[src/common/nss_map.svh]
// Register offsets, field positions, reset values and timing counts of the
// host-side flash controller. Assumes a 250 MHz system clock.
`ifndef NSS_MAP_SVH
`define NSS_MAP_SVH

// Software register byte addresses
`define NSS_REG_CTRL      8'h00
`define NSS_REG_CFG       8'h04
`define NSS_REG_STAT      8'h08
`define NSS_REG_DATA      8'h0c
`define NSS_REG_IDS       8'h10

// Control register fields
`define NSS_CTRL_OP_HI    2
`define NSS_CTRL_ERASE    3

// Configuration register fields and reset value
`define NSS_CFG_WIDE      8
`define NSS_CFG_CEHOLD    9
`define NSS_CFG_RST       10'h000

// Status register bits; bits one to five are sticky (write one to clear)
`define NSS_ST_BUSY       0
`define NSS_ST_DONE       1
`define NSS_ST_TMO        2
`define NSS_ST_REFUSED    3
`define NSS_ST_BADMARK    4
`define NSS_ST_NEWBAD     5
`define NSS_ST_SCANNED    6
`define NSS_ST_RBREADY    7

// Device status byte bits
`define NSS_SR_PROTECT    7
`define NSS_SR_READY_P    6
`define NSS_SR_READY_S    5
`define NSS_SR_FAIL       0
`define NSS_SR_KEEP       8'he1

// Command codes and blank values
`define NSS_CMD_SIGNATURE 8'h90
`define NSS_BLANK_BYTE    8'hff
`define NSS_BLANK_WORD    16'hffff

// Timing
`define NSS_CLK_MHZ       250
`define NSS_STROBE_NS     32
`define NSS_STROBE_CYC    ((`NSS_STROBE_NS * `NSS_CLK_MHZ + 999) / 1000)
`define NSS_CE_HIGH_NS    100
`define NSS_CE_HIGH_CYC   ((`NSS_CE_HIGH_NS * `NSS_CLK_MHZ + 999) / 1000)
`define NSS_PROG_MAX_US   500
`define NSS_ERASE_MAX_MS  3

`endif

[src/common/nss_pkg.sv]
// Types shared by the host-side flash controller files.
// Assumes nothing beyond the map header for numbers.
package nss_pkg;
  typedef enum logic [2:0] {
    OP_NONE, OP_CMD, OP_SIG, OP_STREAM, OP_MARK, OP_WPROG, OP_WERASE, OP_ABORT
  } nss_op_t;

  typedef enum logic [2:0] {
    ST_IDLE, ST_CMD, ST_CMD_W, ST_RD, ST_RD_W, ST_WAIT, ST_CEHI
  } nss_st_t;

  typedef enum logic [1:0] {
    B_IDLE, B_LOW, B_HIGH
  } nss_bus_st_t;
endpackage

[src/logic/nss_bus_cycle.sv]
// One asynchronous bus cycle on the flash pins: a write strobe or a read strobe.
// Assumes ioIn is already synchronised to clk by the caller.
`timescale 1ns/1ps
`include "nss_map.svh"
module nss_bus_cycle
  import nss_pkg::*;
(
  // Clock and reset
  input  wire logic        clk,
  input  wire logic        sys_rst,
  // Request side
  input  wire logic        start,
  input  wire logic        isWrite,
  input  wire logic [15:0] wrData,
  output logic             done,
  output logic [15:0]      rdData,
  // Pin side
  output logic             weN,
  output logic             reN,
  output logic [15:0]      ioOut,
  output logic             ioOeN,
  input  wire logic [15:0] ioIn
);
  localparam logic [3:0] LAST = 4'(`NSS_STROBE_CYC - 1);

  nss_bus_st_t st_ff, nxt_st;
  logic [3:0]  cnt_ff, nxt_cnt;
  logic        wr_ff, nxt_wr;
  logic [15:0] ioOut_ff, nxt_ioOut;
  logic [15:0] rdData_ff, nxt_rdData;

  always_comb begin
    nxt_st     = st_ff;
    nxt_cnt    = cnt_ff;
    nxt_wr     = wr_ff;
    nxt_ioOut  = ioOut_ff;
    nxt_rdData = rdData_ff;
    case (st_ff)
      B_IDLE: begin
        if (start) begin
          nxt_st    = B_LOW;
          nxt_cnt   = 4'h0;
          nxt_wr    = isWrite;
          nxt_ioOut = wrData;
        end
      end
      B_LOW: begin
        nxt_cnt = cnt_ff + 4'h1;
        if (cnt_ff == LAST) begin
          // Sample late in the pulse; the synchroniser lag stays inside it
          if (!wr_ff) begin
            nxt_rdData = ioIn;
          end
          nxt_st  = B_HIGH;
          nxt_cnt = 4'h0;
        end
      end
      B_HIGH: begin
        nxt_cnt = cnt_ff + 4'h1;
        if (cnt_ff == LAST) begin
          nxt_st = B_IDLE;
        end
      end
      default: nxt_st = B_IDLE;
    endcase
  end

  always_ff @(posedge clk or posedge sys_rst) begin
    if (sys_rst) begin
      st_ff     <= B_IDLE;
      cnt_ff    <= 4'h0;
      wr_ff     <= 1'b0;
      ioOut_ff  <= 16'h0000;
      rdData_ff <= 16'h0000;
    end else begin
      st_ff     <= nxt_st;
      cnt_ff    <= nxt_cnt;
      wr_ff     <= nxt_wr;
      ioOut_ff  <= nxt_ioOut;
      rdData_ff <= nxt_rdData;
    end
  end

  assign done   = (st_ff == B_HIGH) && (cnt_ff == LAST);
  assign rdData = rdData_ff;
  assign ioOut  = ioOut_ff;
  // Data held through the high phase as well, for hold time after the edge
  assign ioOeN  = !(wr_ff && (st_ff != B_IDLE));
  assign weN    = !(wr_ff && (st_ff == B_LOW));
  assign reN    = !(!wr_ff && (st_ff == B_LOW));
endmodule

[src/logic/nss_ctrl.sv]
// Host controller for an asynchronous NAND flash: command, status, signature,
// boot stream, marker check, busy wait with timeout and chip-select abort.
// Assumes pins are external and asynchronous; software uses a plain reg port.
// Contract
// - Status bits four to two are reserved; host ignores them.
// - Host writes signature command 90h in one write cycle before reads.
// - After ready host pulses read strobe once per word.
// - Chip select high or any command stops the sequential read.
// - Block is bad when its spare marker does not read FFh.
// - Host reads bad-block markers before any erase.
// - Status error after program or erase marks a newly bad block.
// - Busy timeout allows 500 us program and 3 ms erase.
//
// The register addresses and the plain strobed port were left to the implementer.
`timescale 1ns/1ps
`include "nss_map.svh"
module nss_ctrl
  import nss_pkg::*;
#(
  parameter int PROG_TMO_CYC  = `NSS_PROG_MAX_US * `NSS_CLK_MHZ,
  parameter int ERASE_TMO_CYC = `NSS_ERASE_MAX_MS * 1000 * `NSS_CLK_MHZ
) (
  // Clock and reset
  input  wire logic        clk,
  input  wire logic        sys_rst,
  // Software register port
  input  wire logic [7:0]  regAddr,
  input  wire logic [31:0] regWrData,
  input  wire logic        regWrStb,
  input  wire logic        regRdStb,
  output logic [31:0]      regRdData,
  // Flash pins
  output logic             ceN,
  output logic             cle,
  output logic             ale,
  output logic             weN,
  output logic             read_strobe_n,
  output logic [15:0]      ioOut,
  output logic             ioOeN,
  input  wire logic [15:0] ioIn,
  input  wire logic        rbN
);
  localparam logic [7:0] CE_LAST = 8'(`NSS_CE_HIGH_CYC - 1);

  // Pin synchronisers
  logic [15:0] ioMeta_ff, ioSync_ff;
  logic        rbMeta_ff, rbSync_ff;
  always_ff @(posedge clk or posedge sys_rst) begin
    if (sys_rst) begin
      ioMeta_ff <= 16'h0000;
      ioSync_ff <= 16'h0000;
      rbMeta_ff <= 1'b0;
      rbSync_ff <= 1'b0;
    end else begin
      ioMeta_ff <= ioIn;
      ioSync_ff <= ioMeta_ff;
      rbMeta_ff <= rbN;
      rbSync_ff <= rbMeta_ff;
    end
  end
  logic rbReady;
  assign rbReady = rbSync_ff;

  // Bus cycle engine
  logic        busStart, busWrite, busDone;
  logic [15:0] busWrData, busRd;
  nss_bus_cycle u_bus (
    .clk     (clk),
    .sys_rst (sys_rst),
    .start   (busStart),
    .isWrite (busWrite),
    .wrData  (busWrData),
    .done    (busDone),
    .rdData  (busRd),
    .weN     (weN),
    .reN     (read_strobe_n),
    .ioOut   (ioOut),
    .ioOeN   (ioOeN),
    .ioIn    (ioSync_ff)
  );

  nss_st_t     st_ff, nxt_st;
  nss_op_t     op_ff, nxt_op;
  logic        erase_ff, nxt_erase;
  logic [9:0]  cfg_ff, nxt_cfg;
  logic [7:0]  cmdByte_ff, nxt_cmdByte;
  logic [1:0]  rdLeft_ff, nxt_rdLeft;
  logic [19:0] cnt_ff, nxt_cnt;
  logic [19:0] limit_ff, nxt_limit;
  logic [7:0]  sflags_ff, nxt_sflags;
  logic [15:0] data_ff, nxt_data;
  logic [15:0] maker_ff, nxt_maker;
  logic [15:0] devCode_ff, nxt_devCode;
  logic [5:1]  sticky_ff, nxt_sticky;
  logic        scanned_ff, nxt_scanned;
  logic [31:0] rdData_ff, nxt_rdData;

  logic        wide, ctrlWr, opBusy, markBlank;
  logic [15:0] rdWord;
  logic [5:1]  setBits, clrBits;
  nss_op_t     reqOp;

  assign wide      = cfg_ff[`NSS_CFG_WIDE];
  assign ctrlWr    = regWrStb && (regAddr == `NSS_REG_CTRL);
  assign reqOp     = nss_op_t'(regWrData[`NSS_CTRL_OP_HI:0]);
  assign opBusy    = (st_ff != ST_IDLE);
  // Narrow parts return byte codes; upper byte forced to zero
  assign rdWord    = wide ? busRd : {8'h00, busRd[7:0]};
  assign markBlank = wide ? (busRd == `NSS_BLANK_WORD) : (busRd[7:0] == `NSS_BLANK_BYTE);
  assign busWrite  = (st_ff == ST_CMD);
  assign busWrData = {8'h00, cmdByte_ff};
  assign busStart  = (st_ff == ST_CMD) || ((st_ff == ST_RD) &&
                     (rbReady || ((op_ff != OP_STREAM) && (op_ff != OP_MARK))));

  always_comb begin
    nxt_st      = st_ff;
    nxt_op      = op_ff;
    nxt_erase   = erase_ff;
    nxt_cfg     = cfg_ff;
    nxt_cmdByte = cmdByte_ff;
    nxt_rdLeft  = rdLeft_ff;
    nxt_cnt     = cnt_ff;
    nxt_limit   = limit_ff;
    nxt_sflags  = sflags_ff;
    nxt_data    = data_ff;
    nxt_maker   = maker_ff;
    nxt_devCode = devCode_ff;
    nxt_scanned = scanned_ff;
    setBits     = 5'h00;
    clrBits     = 5'h00;
    if (regWrStb && (regAddr == `NSS_REG_CFG)) begin
      nxt_cfg = regWrData[9:0];
    end
    if (regWrStb && (regAddr == `NSS_REG_STAT)) begin
      clrBits = regWrData[5:1];
    end
    if (ctrlWr && opBusy) begin
      setBits[`NSS_ST_REFUSED] = 1'b1;
    end
    case (st_ff)
      ST_IDLE: begin
        if (ctrlWr) begin
          nxt_op     = reqOp;
          nxt_erase  = regWrData[`NSS_CTRL_ERASE];
          nxt_cnt    = 20'h00000;
          nxt_rdLeft = 2'h1;
          case (reqOp)
            OP_CMD: begin
              // Erase would wipe the factory markers, so a scan must come first
              if (regWrData[`NSS_CTRL_ERASE] && !scanned_ff) begin
                setBits[`NSS_ST_REFUSED] = 1'b1;
              end else begin
                nxt_cmdByte = cfg_ff[7:0];
                nxt_st      = ST_CMD;
              end
            end
            OP_SIG: begin
              nxt_cmdByte = `NSS_CMD_SIGNATURE;
              nxt_rdLeft  = 2'h2;
              nxt_st      = ST_CMD;
            end
            OP_STREAM, OP_MARK: nxt_st = ST_RD;
            OP_WPROG: begin
              nxt_limit = 20'(PROG_TMO_CYC);
              nxt_st    = ST_WAIT;
            end
            OP_WERASE: begin
              nxt_limit = 20'(ERASE_TMO_CYC);
              nxt_st    = ST_WAIT;
            end
            OP_ABORT: begin
              nxt_cfg[`NSS_CFG_CEHOLD] = 1'b0;
              nxt_st                   = ST_CEHI;
            end
            default: setBits[`NSS_ST_DONE] = 1'b1;
          endcase
        end
      end
      ST_CMD: nxt_st = ST_CMD_W;
      ST_CMD_W: begin
        if (busDone) begin
          if ((op_ff == OP_CMD) && erase_ff) begin
            nxt_st                = ST_IDLE;
            setBits[`NSS_ST_DONE] = 1'b1;
          end else begin
            nxt_st = ST_RD;
          end
        end
      end
      ST_RD: begin
        if (busStart) begin
          nxt_st = ST_RD_W;
        end
      end
      ST_RD_W: begin
        if (busDone) begin
          nxt_rdLeft = rdLeft_ff - 2'h1;
          case (op_ff)
            OP_CMD: begin
              // Reserved bits dropped so software never sees them
              nxt_sflags = busRd[7:0] & `NSS_SR_KEEP;
              if (busRd[`NSS_SR_FAIL] && busRd[`NSS_SR_READY_P]) begin
                setBits[`NSS_ST_NEWBAD] = 1'b1;
              end
            end
            OP_SIG: begin
              if (rdLeft_ff == 2'h2) begin
                nxt_maker = rdWord;
              end else begin
                nxt_devCode = rdWord;
              end
            end
            OP_MARK: begin
              nxt_scanned = 1'b1;
              nxt_data    = rdWord;
              if (!markBlank) begin
                setBits[`NSS_ST_BADMARK] = 1'b1;
              end
            end
            default: nxt_data = rdWord;
          endcase
          if (rdLeft_ff == 2'h1) begin
            nxt_st                = ST_IDLE;
            setBits[`NSS_ST_DONE] = 1'b1;
          end else begin
            nxt_st = ST_RD;
          end
        end
      end
      ST_WAIT: begin
        nxt_cnt = cnt_ff + 20'h00001;
        if (rbReady) begin
          nxt_st                = ST_IDLE;
          setBits[`NSS_ST_DONE] = 1'b1;
        end else if (cnt_ff == limit_ff) begin
          nxt_st               = ST_IDLE;
          setBits[`NSS_ST_TMO] = 1'b1;
        end
      end
      ST_CEHI: begin
        // Chip select held high long enough to end the sequential read
        nxt_cnt = cnt_ff + 20'h00001;
        if (cnt_ff[7:0] == CE_LAST) begin
          nxt_st                = ST_IDLE;
          setBits[`NSS_ST_DONE] = 1'b1;
        end
      end
      default: nxt_st = ST_IDLE;
    endcase
    // A hardware set in the clearing cycle wins
    nxt_sticky = (sticky_ff & ~clrBits) | setBits;
    nxt_rdData = 32'h00000000;
    if (regRdStb) begin
      case (regAddr)
        `NSS_REG_CTRL: nxt_rdData = {25'h0, erase_ff, 3'(op_ff), 3'h0};
        `NSS_REG_CFG:  nxt_rdData = {22'h0, cfg_ff};
        `NSS_REG_STAT: nxt_rdData = {16'h0, sflags_ff, rbReady, scanned_ff, sticky_ff, opBusy};
        `NSS_REG_DATA: nxt_rdData = {16'h0, data_ff};
        `NSS_REG_IDS:  nxt_rdData = {devCode_ff, maker_ff};
        default:       nxt_rdData = 32'h00000000;
      endcase
    end
  end

  always_ff @(posedge clk or posedge sys_rst) begin
    if (sys_rst) begin
      st_ff      <= ST_IDLE;
      op_ff      <= OP_NONE;
      erase_ff   <= 1'b0;
      cfg_ff     <= `NSS_CFG_RST;
      cmdByte_ff <= 8'h00;
      rdLeft_ff  <= 2'h0;
      cnt_ff     <= 20'h00000;
      limit_ff   <= 20'h00000;
      sflags_ff  <= 8'h00;
      data_ff    <= 16'h0000;
      maker_ff   <= 16'h0000;
      devCode_ff <= 16'h0000;
      sticky_ff  <= 5'h00;
      scanned_ff <= 1'b0;
      rdData_ff  <= 32'h00000000;
    end else begin
      st_ff      <= nxt_st;
      op_ff      <= nxt_op;
      erase_ff   <= nxt_erase;
      cfg_ff     <= nxt_cfg;
      cmdByte_ff <= nxt_cmdByte;
      rdLeft_ff  <= nxt_rdLeft;
      cnt_ff     <= nxt_cnt;
      limit_ff   <= nxt_limit;
      sflags_ff  <= nxt_sflags;
      data_ff    <= nxt_data;
      maker_ff   <= nxt_maker;
      devCode_ff <= nxt_devCode;
      sticky_ff  <= nxt_sticky;
      scanned_ff <= nxt_scanned;
      rdData_ff  <= nxt_rdData;
    end
  end

  assign regRdData = rdData_ff;
  assign ceN       = (st_ff == ST_CEHI) || !(cfg_ff[`NSS_CFG_CEHOLD] || opBusy);
  assign cle       = (st_ff == ST_CMD) || (st_ff == ST_CMD_W);
  assign ale       = 1'b0;
endmodule
[config.mk]
export PLATFORM = sky130hd
export DESIGN_NAME = nss_ctrl
export DESIGN_NICKNAME = d
export VERILOG_FILES = /design/src/common/nss_pkg.sv /design/src/logic/nss_bus_cycle.sv /design/src/logic/nss_ctrl.sv
export VERILOG_INCLUDE_DIRS = /design/src /design/src/common
export SDC_FILE = /design/constraint.sdc
export NUM_CORES = 1
export LEC_CHECK = 0
export BUFFER_PORTS_ARGS = -buffer_cell sky130_fd_sc_hd__clkbuf_2
export CORE_MARGIN = 2
export CORE_UTILIZATION = 59
export DETAILED_ROUTE_END_ITERATION = 6
export GPL_ROUTABILITY_DRIVEN = 0
export GPL_TIMING_DRIVEN = 0
export PLACE_DENSITY_LB_ADDON = 0.2
export SYNTH_ARGS = -nofsm -noshare
export SYNTH_HDL_FRONTEND = slang
export SYNTH_SLANG_ARGS = --single-unit
[constraint.sdc]
create_clock -name clk -period 10.4 [get_ports clk]
set_input_delay 0 -clock clk [delete_from_list [all_inputs] [get_ports clk]]
set_output_delay 0 -clock clk [all_outputs]
set_load 0.005 [all_outputs]
==> results.ini, run 1 <==
[run_status]
status = completed

[synth]
synth_seq_cells = 205
synth_top_family_by_area = simple AND/OR/NAND/NOR gates
synthMuxAreaShare = 0.0807
yosys.area_share.simple = 0.158
ys_types = 70
synth_adder_area_share = 0.0117
synth_edf_count = 0
synth_compound_area_frac = 0.0994
ys_seq_area_frac = 0.601
ys.flop_type = dfrtp_1
syn_area_um2 = 8530
yosysWarnings = 0
async_flop_share = 1.00
synth_xor_area_frac = 0.0123
syn_avg_cell_area_um2 = 11.5
synth_cells = 739

[critical_path]
reg2reg_slack_ns = 7.90
rr_worst_depth = 5
start_kind = flop
path_class = flop to flop
cp_max_fo = 9
reg2reg_from = st_ff[0]
critPathArrivalTime_ns = 2.88
crit_required_ns = 10.78
rr_endpoint = sflags_ff[0]
cp-end-kind = flop

[placement]
dp_hpwl_um = 13400
dp_cells = 1010
portBuffers = 82

[floorplanning]
die_x_um = 124
die_area_um2 = 15400
die_h_um = 124
ios = 115
core_region_area_um2 = 14000
core.rowCount = 43
start_util = 0.610

[grt]
grt_pass1_wl_um = 32700
grt_usage = 0.261
grt_pass1_vias = 6312
globalRouteMet1Util = 0.388
grt_max_degree = 124
met2_usage = 0.394
grtUsageMet3 = 0.0456
grt-ovfl-total = 0
antenna_found_initial = 0
grt_busiest_layer = met2

[timing]
grt_setup_unrepaired = false
finalClockSkew_ns = 0.00862
slew_viol_final = 0
hold_viol = 0
setup_viol = 0
worstMarginPinSlew_ns = 0.804
slew_headroom = 0.460
fin_crit_sh = 0.241
tns_ns = 0
min_period_ns = 2.50
max_freq_mhz = 399

[cells_and_area]
diodes = 0
layoutNonFillerInstCount = 1078
nets = 952
fill_cells = 984
final_common_cell = dfrtp_1
fin_util = 0.729
area_growth_pct = 19.6
final_cell_mix = dfrtp_1 (205), nand2_1 (93), clkbuf_2 (82)
drive_above_1_share = 0.245

[min_path]
hold_start = regWrData[0]
min_path_type = primary input to flop
min_delay_path_depth = 4
min_to = op_ff[0]

[route]
totalWireLength_um = 19800
route.detailed.drc = 0
ant_nets = 0
dr.pass1.iters = 5
drt-initial-drc-count = 816
num_vias = 6350
wl_per_cell_um = 18.4
vias_per_cell = 5.89

[clocking]
clock_path_buffers = 3
htree_levels = 1
cts_tree = yes
clk_pin_slew_ns = 0.06
cts_resized = 0
clock_latency_ns = 0.50
cts_buffers = 21
cts_sinks = 205
clock-root-buffer = clkbuf_16

[pwr]
worst_ir_drop_vdd_uv = 147
power_uw = 1950
power.leakage_uw = 0.00482
pwr_density_cell_nw_per_um2 = 191

[flow_run]
drv_cap = 0

report_power, final:
| group | switching [uW] | total, uW | leakage [uW] | internal [uW] |
|---|---|---|---|---|
| clock network | 297 | 721 | 0.000329 | 424 |
| logic | 197 | 327 | 0.00183 | 130 |
| registers | 53.1 | 903 | 0.00266 | 850 |
metal layers:
| metal | share of wire | vias up |
|---|---|---|
| met2 | 0.46 | 276 |
| met1 | 0.43 | 3127 |
| li1 | - | 2900 |
| met5 | 0 | - |
| met3 | 0.079 | 47 |
| met4 | 0.024 | 0 |
cells by family after synthesis:
group	count (synthesis)
xor+xnor	12
other cells	1
buf+inv	67
compound gates	133
flops	205
mux	61
simple gates	252
fa+ha+maj	8
cell type report:
type,count,area (um2),area share
clock inverters,4,26.3,0.00258
well taps,180,225,0.0221
flip-flops and latches,205,5130,0.503
plain buffers,47,229,0.0224
clock buffers,34,644,0.0632
multi-input cells,475,3130,0.306
inverters,20,82.6,0.00809
repair buffers,113,738,0.0724
what timing repair did:
item                      CTS  global route
hold buffers               30             0
setup buffers               0             0
hold endpoints to repair  119             0
metrics by stage:
| stage | hold WS, ns | setup WS, ns | instance area (um2) |
|---|---|---|---|
| after floorplan | 0.0314 | 4.80 | 8560 |
| after global placement | 0.108 | 3.14 | 9200 |
| after detailed placement | 0.110 | 7.93 | 9230 |
| after CTS | 0.0147 | 7.92 | 10200 |
| after global routing | 0.0810 | 7.74 | 10200 |
| final | 0.0280 | 7.90 | 10200 |
worst max path at each step:
stage	slack (ns)	cells past startpoint	startpoint	end
detailed placement	7.93	8	cnt_ff[0]	st_ff[0]
global placement	3.14	2	sys_rst	regRdData[27]
finish	7.90	5	st_ff[0]	sflags_ff[0]
global route	7.74	5	st_ff[0]	sflags_ff[0]
floorplan	4.80	1	sys_rst	cfg_ff[0]
CTS	7.92	8	cnt_ff[0]	st_ff[0]
critical path, stage by stage, from the launching register on:
cell     delay (ns)
dfrtp_1        0.35
buf_2          0.18
nor2_1         0.31
nand4_1        0.36
nor3_1         0.77
mux2_2         0.42
synth_stat cells (3+ instances only):
master | instances | area [um2]
nand2_1 | 93 | 349
nor2_1 | 32 | 120
or3_1 | 3 | 18.8
and2_1 | 4 | 25.0
xor2_1 | 6 | 52.6
and3_1 | 19 | 119
and4_1 | 3 | 26.3
a222oi_1 | 13 | 130
o21ai_0 | 61 | 305
o31ai_1 | 3 | 22.5
a21oi_1 | 24 | 120
mux2_2 | 58 | 653
a32o_1 | 3 | 30.0
clkbuf_1 | 22 | 82.6
nand4_1 | 16 | 100
nand3b_1 | 4 | 30.0
nand3_1 | 25 | 125
a22oi_1 | 6 | 45.0
buf_4 | 9 | 67.6
ha_1 | 8 | 100
buf_2 | 15 | 75.1
nor3_1 | 10 | 50.1
nor2b_1 | 3 | 18.8
nand2b_1 | 10 | 62.6
or2_2 | 5 | 31.3
xnor2_1 | 6 | 52.6
inv_1 | 20 | 75.1
dfrtp_1 | 205 | 5130
flip-flops by register name (all words and copies together), names as in the netlist, 3 cells and up:
signal        flops
cfg_ff           10
ioMeta_ff        16
cnt_ff           20
sflags_ff         4
u_bus.cnt_ff      4
sticky_ff         5
data_ff          16
regRdData        32
u_bus.rdData     16
maker_ff         16
devCode_ff       16
st_ff             3
op_ff             3
u_bus.ioOut       8
ioSync_ff        16
limit_ff          3
cmdByte_ff        8
Power figures use the tool's default switching activity.
==> inputs of run 2 (changes only) <==
--- a/config.mk
+++ b/config.mk
@@ -8,7 +8,7 @@
 export LEC_CHECK = 0
 export BUFFER_PORTS_ARGS = -buffer_cell sky130_fd_sc_hd__clkbuf_2
 export CORE_MARGIN = 2
-export CORE_UTILIZATION = 59
+export CORE_UTILIZATION = 57
 export DETAILED_ROUTE_END_ITERATION = 6
 export GPL_ROUTABILITY_DRIVEN = 0
 export GPL_TIMING_DRIVEN = 0
==> constraint.sdc (replaced) <==
create_clock -name clk -period 2.4 [get_ports clk]
set_input_delay 0 -clock clk [delete_from_list [all_inputs] [get_ports clk]]
set_output_delay 0 -clock clk [all_outputs]
set_load 0.005 [all_outputs]
==> run 2 against run 1 <==
Compared with the run above:
- die area grew 3.4%
- non-clock buffer count up 14
- combinational power grew to 4.6 times the previous value
==> results.ini, run 2 (same netlist as run 1, synthesis figures left out) <==
[run_status]
status = completed

[timing]
worstMarginPinSlew_ns = 0.642
finalClockSkew_ns = 0.0131
fin_crit_sh = 0.982
hold_viol = 0
min_period_ns = 2.36
holdWs_ns = 0.0374
slew_headroom = 0.569
slew_viol_final = 0
setup_slack_ns = 0.0422
max_freq_mhz = 424
setup_viol = 0

[cells_and_area]
fill_cells = 999
largest_reg_flops = 32
area_growth_pct = 22.7
nets = 967
final_common_cell = dfrtp_1
layoutNonFillerInstCount = 1098
drive_above_1_share = 0.276
diodes = 0
final_cell_mix = dfrtp_1 (205), nand2_1 (93), clkbuf_2 (86)

[critical_path]
cp_slowest_cell = or4b_4
cp.buffers_inverters = 1
path_class = flop to flop
cp-end-kind = flop
critPathArrivalTime_ns = 2.75
cp_max_fo = 4
start_kind = flop
path_cells = inv_2 > ha_2 > or4b_4 > nor3_4 > o2111ai_2 > a21oi_2 > a21bo_1 > mux2_4
crit_required_ns = 2.79
max_stage_delay_ns = 0.48
cp_top_family = compound AO/OA/AOI/OAI gates

[floorplanning]
die_x_um = 126
core.rowCount = 44
die_h_um = 126
ios = 115
core_region_area_um2 = 14600
start_util = 0.585
die_area_um2 = 16000

[clocking]
clock_latency_ns = 0.51
cts_sinks = 205
cts_tree = yes
cts_buffers = 22
clock-root-buffer = clkbuf_16
htree_levels = 1
clk_pin_slew_ns = 0.06
clock_path_buffers = 3

[placement]
dp_cells = 1018
dp_hpwl_um = 13700
dpl_worst_slack_ns = -0.0728
portBuffers = 82

[grt]
grt_max_degree = 48
antenna_found_initial = 0
grt_pass1_vias = 6466
grt-ovfl-total = 0
grt_usage = 0.259
grt_pass1_wl_um = 33000

[route]
dr.pass1.iters = 5
wl_per_cell_um = 18.4
num_vias = 6415
route.detailed.drc = 0
drt-initial-drc-count = 607
ant_nets = 0
vias_per_cell = 5.84
totalWireLength_um = 20200

[pwr]
worst_ir_drop_vdd_uv = 661
power_uw = 8710
pwr_density_cell_nw_per_um2 = 832
power.leakage_uw = 0.00494

[min_path]
min_path_type = primary input to flop

[flow_run]
drv_cap = 0

==> run 2: cell count changes in the layout (fill, tap and decap cells not counted), moves of 2 or more <==
cell	before	now
buf_4	9	19
clkbuf_1	28	21
buf_12	0	5
clkbuf_2	82	86
clkbuf_8	7	4
clkinv_2	2	5
clkinv_4	0	3
ha_1	8	5
nor3_1	10	7
ha_2	0	2
inv_1	19	17
inv_2	0	2
nor3_4	0	2
==> run 2: timing repair <==
| action | in CTS | in global routing |
|---|---|---|
| setup endpoints to repair | 31 | 55 |
| buffers inserted | 6 | 4 |
| gates resized for setup | 5 | 17 |
| endpoints found under the hold margin | 152 | 0 |
| pin swaps | 2 | 4 |
| hold buffers | 30 | 0 |
==> run 2: tightest hold or removal path, delay by kind of cell <==
kind,cells,cell delay [ns]
AO/OA/AOI/OAI,1,0.18
buffers and inverters,1,0.13
AND/OR/NAND/NOR,1,0.19
==> run 2: area by class of cell <==
class                   count  area (um2)  area share
plain buffers              47         236      0.0226
multi-input cells         475        3180       0.304
repair buffers            127         886      0.0846
clock inverters            11         105      0.0100
inverters                  20        78.8     0.00753
well taps                 184         230      0.0220
clock buffers              29         617      0.0589
flip-flops and latches    205        5130       0.490
==> run 2: final timing paths <==
path,start,endpoint,slack [ns],cells after the start
worst max-delay path,cnt_ff[1],st_ff[0],0.04,8
worst min-delay path,regWrData[1],sticky_ff[1],0.04,3
worst max register to register,cnt_ff[1],st_ff[0],0.04,8
worst min register to register,ioMeta_ff[11],ioSync_ff[11],0.35,0
max in group asynchronous,sys_rst,regRdData[28],1.48,5
min in group asynchronous,sys_rst,u_bus.cnt_ff[0],0.09,3
==> run 2: report_power, final <==
group / internal (uW) / switching [uW]
registers: 3680 / 233
logic: 643 / 865
clock network: 1930 / 1350
==> run 2: per-stage QoR <==
stage | utilization | TNS (ns) | cell area, um2
after floorplan | - | -52.95 | 8560
after global placement | 0.631 | -250.19 | 9210
after detailed placement | 0.638 | -0.357 | 9310
after CTS | 0.712 | 0 | 10400
after global routing | 0.717 | -0.0409 | 10500
final | 0.717 | 0 | 10500
==> run 2: per-layer routing <==
layer	track usage	wire [um]	share of wire	vias up
li1	-	-	-	2924
met1	0.377	8700	0.43	3184
met2	0.401	9490	0.47	256
met3	0.0456	1470	0.073	51
met4	0.0860	546	0.027	0
met5	0	0	0	-
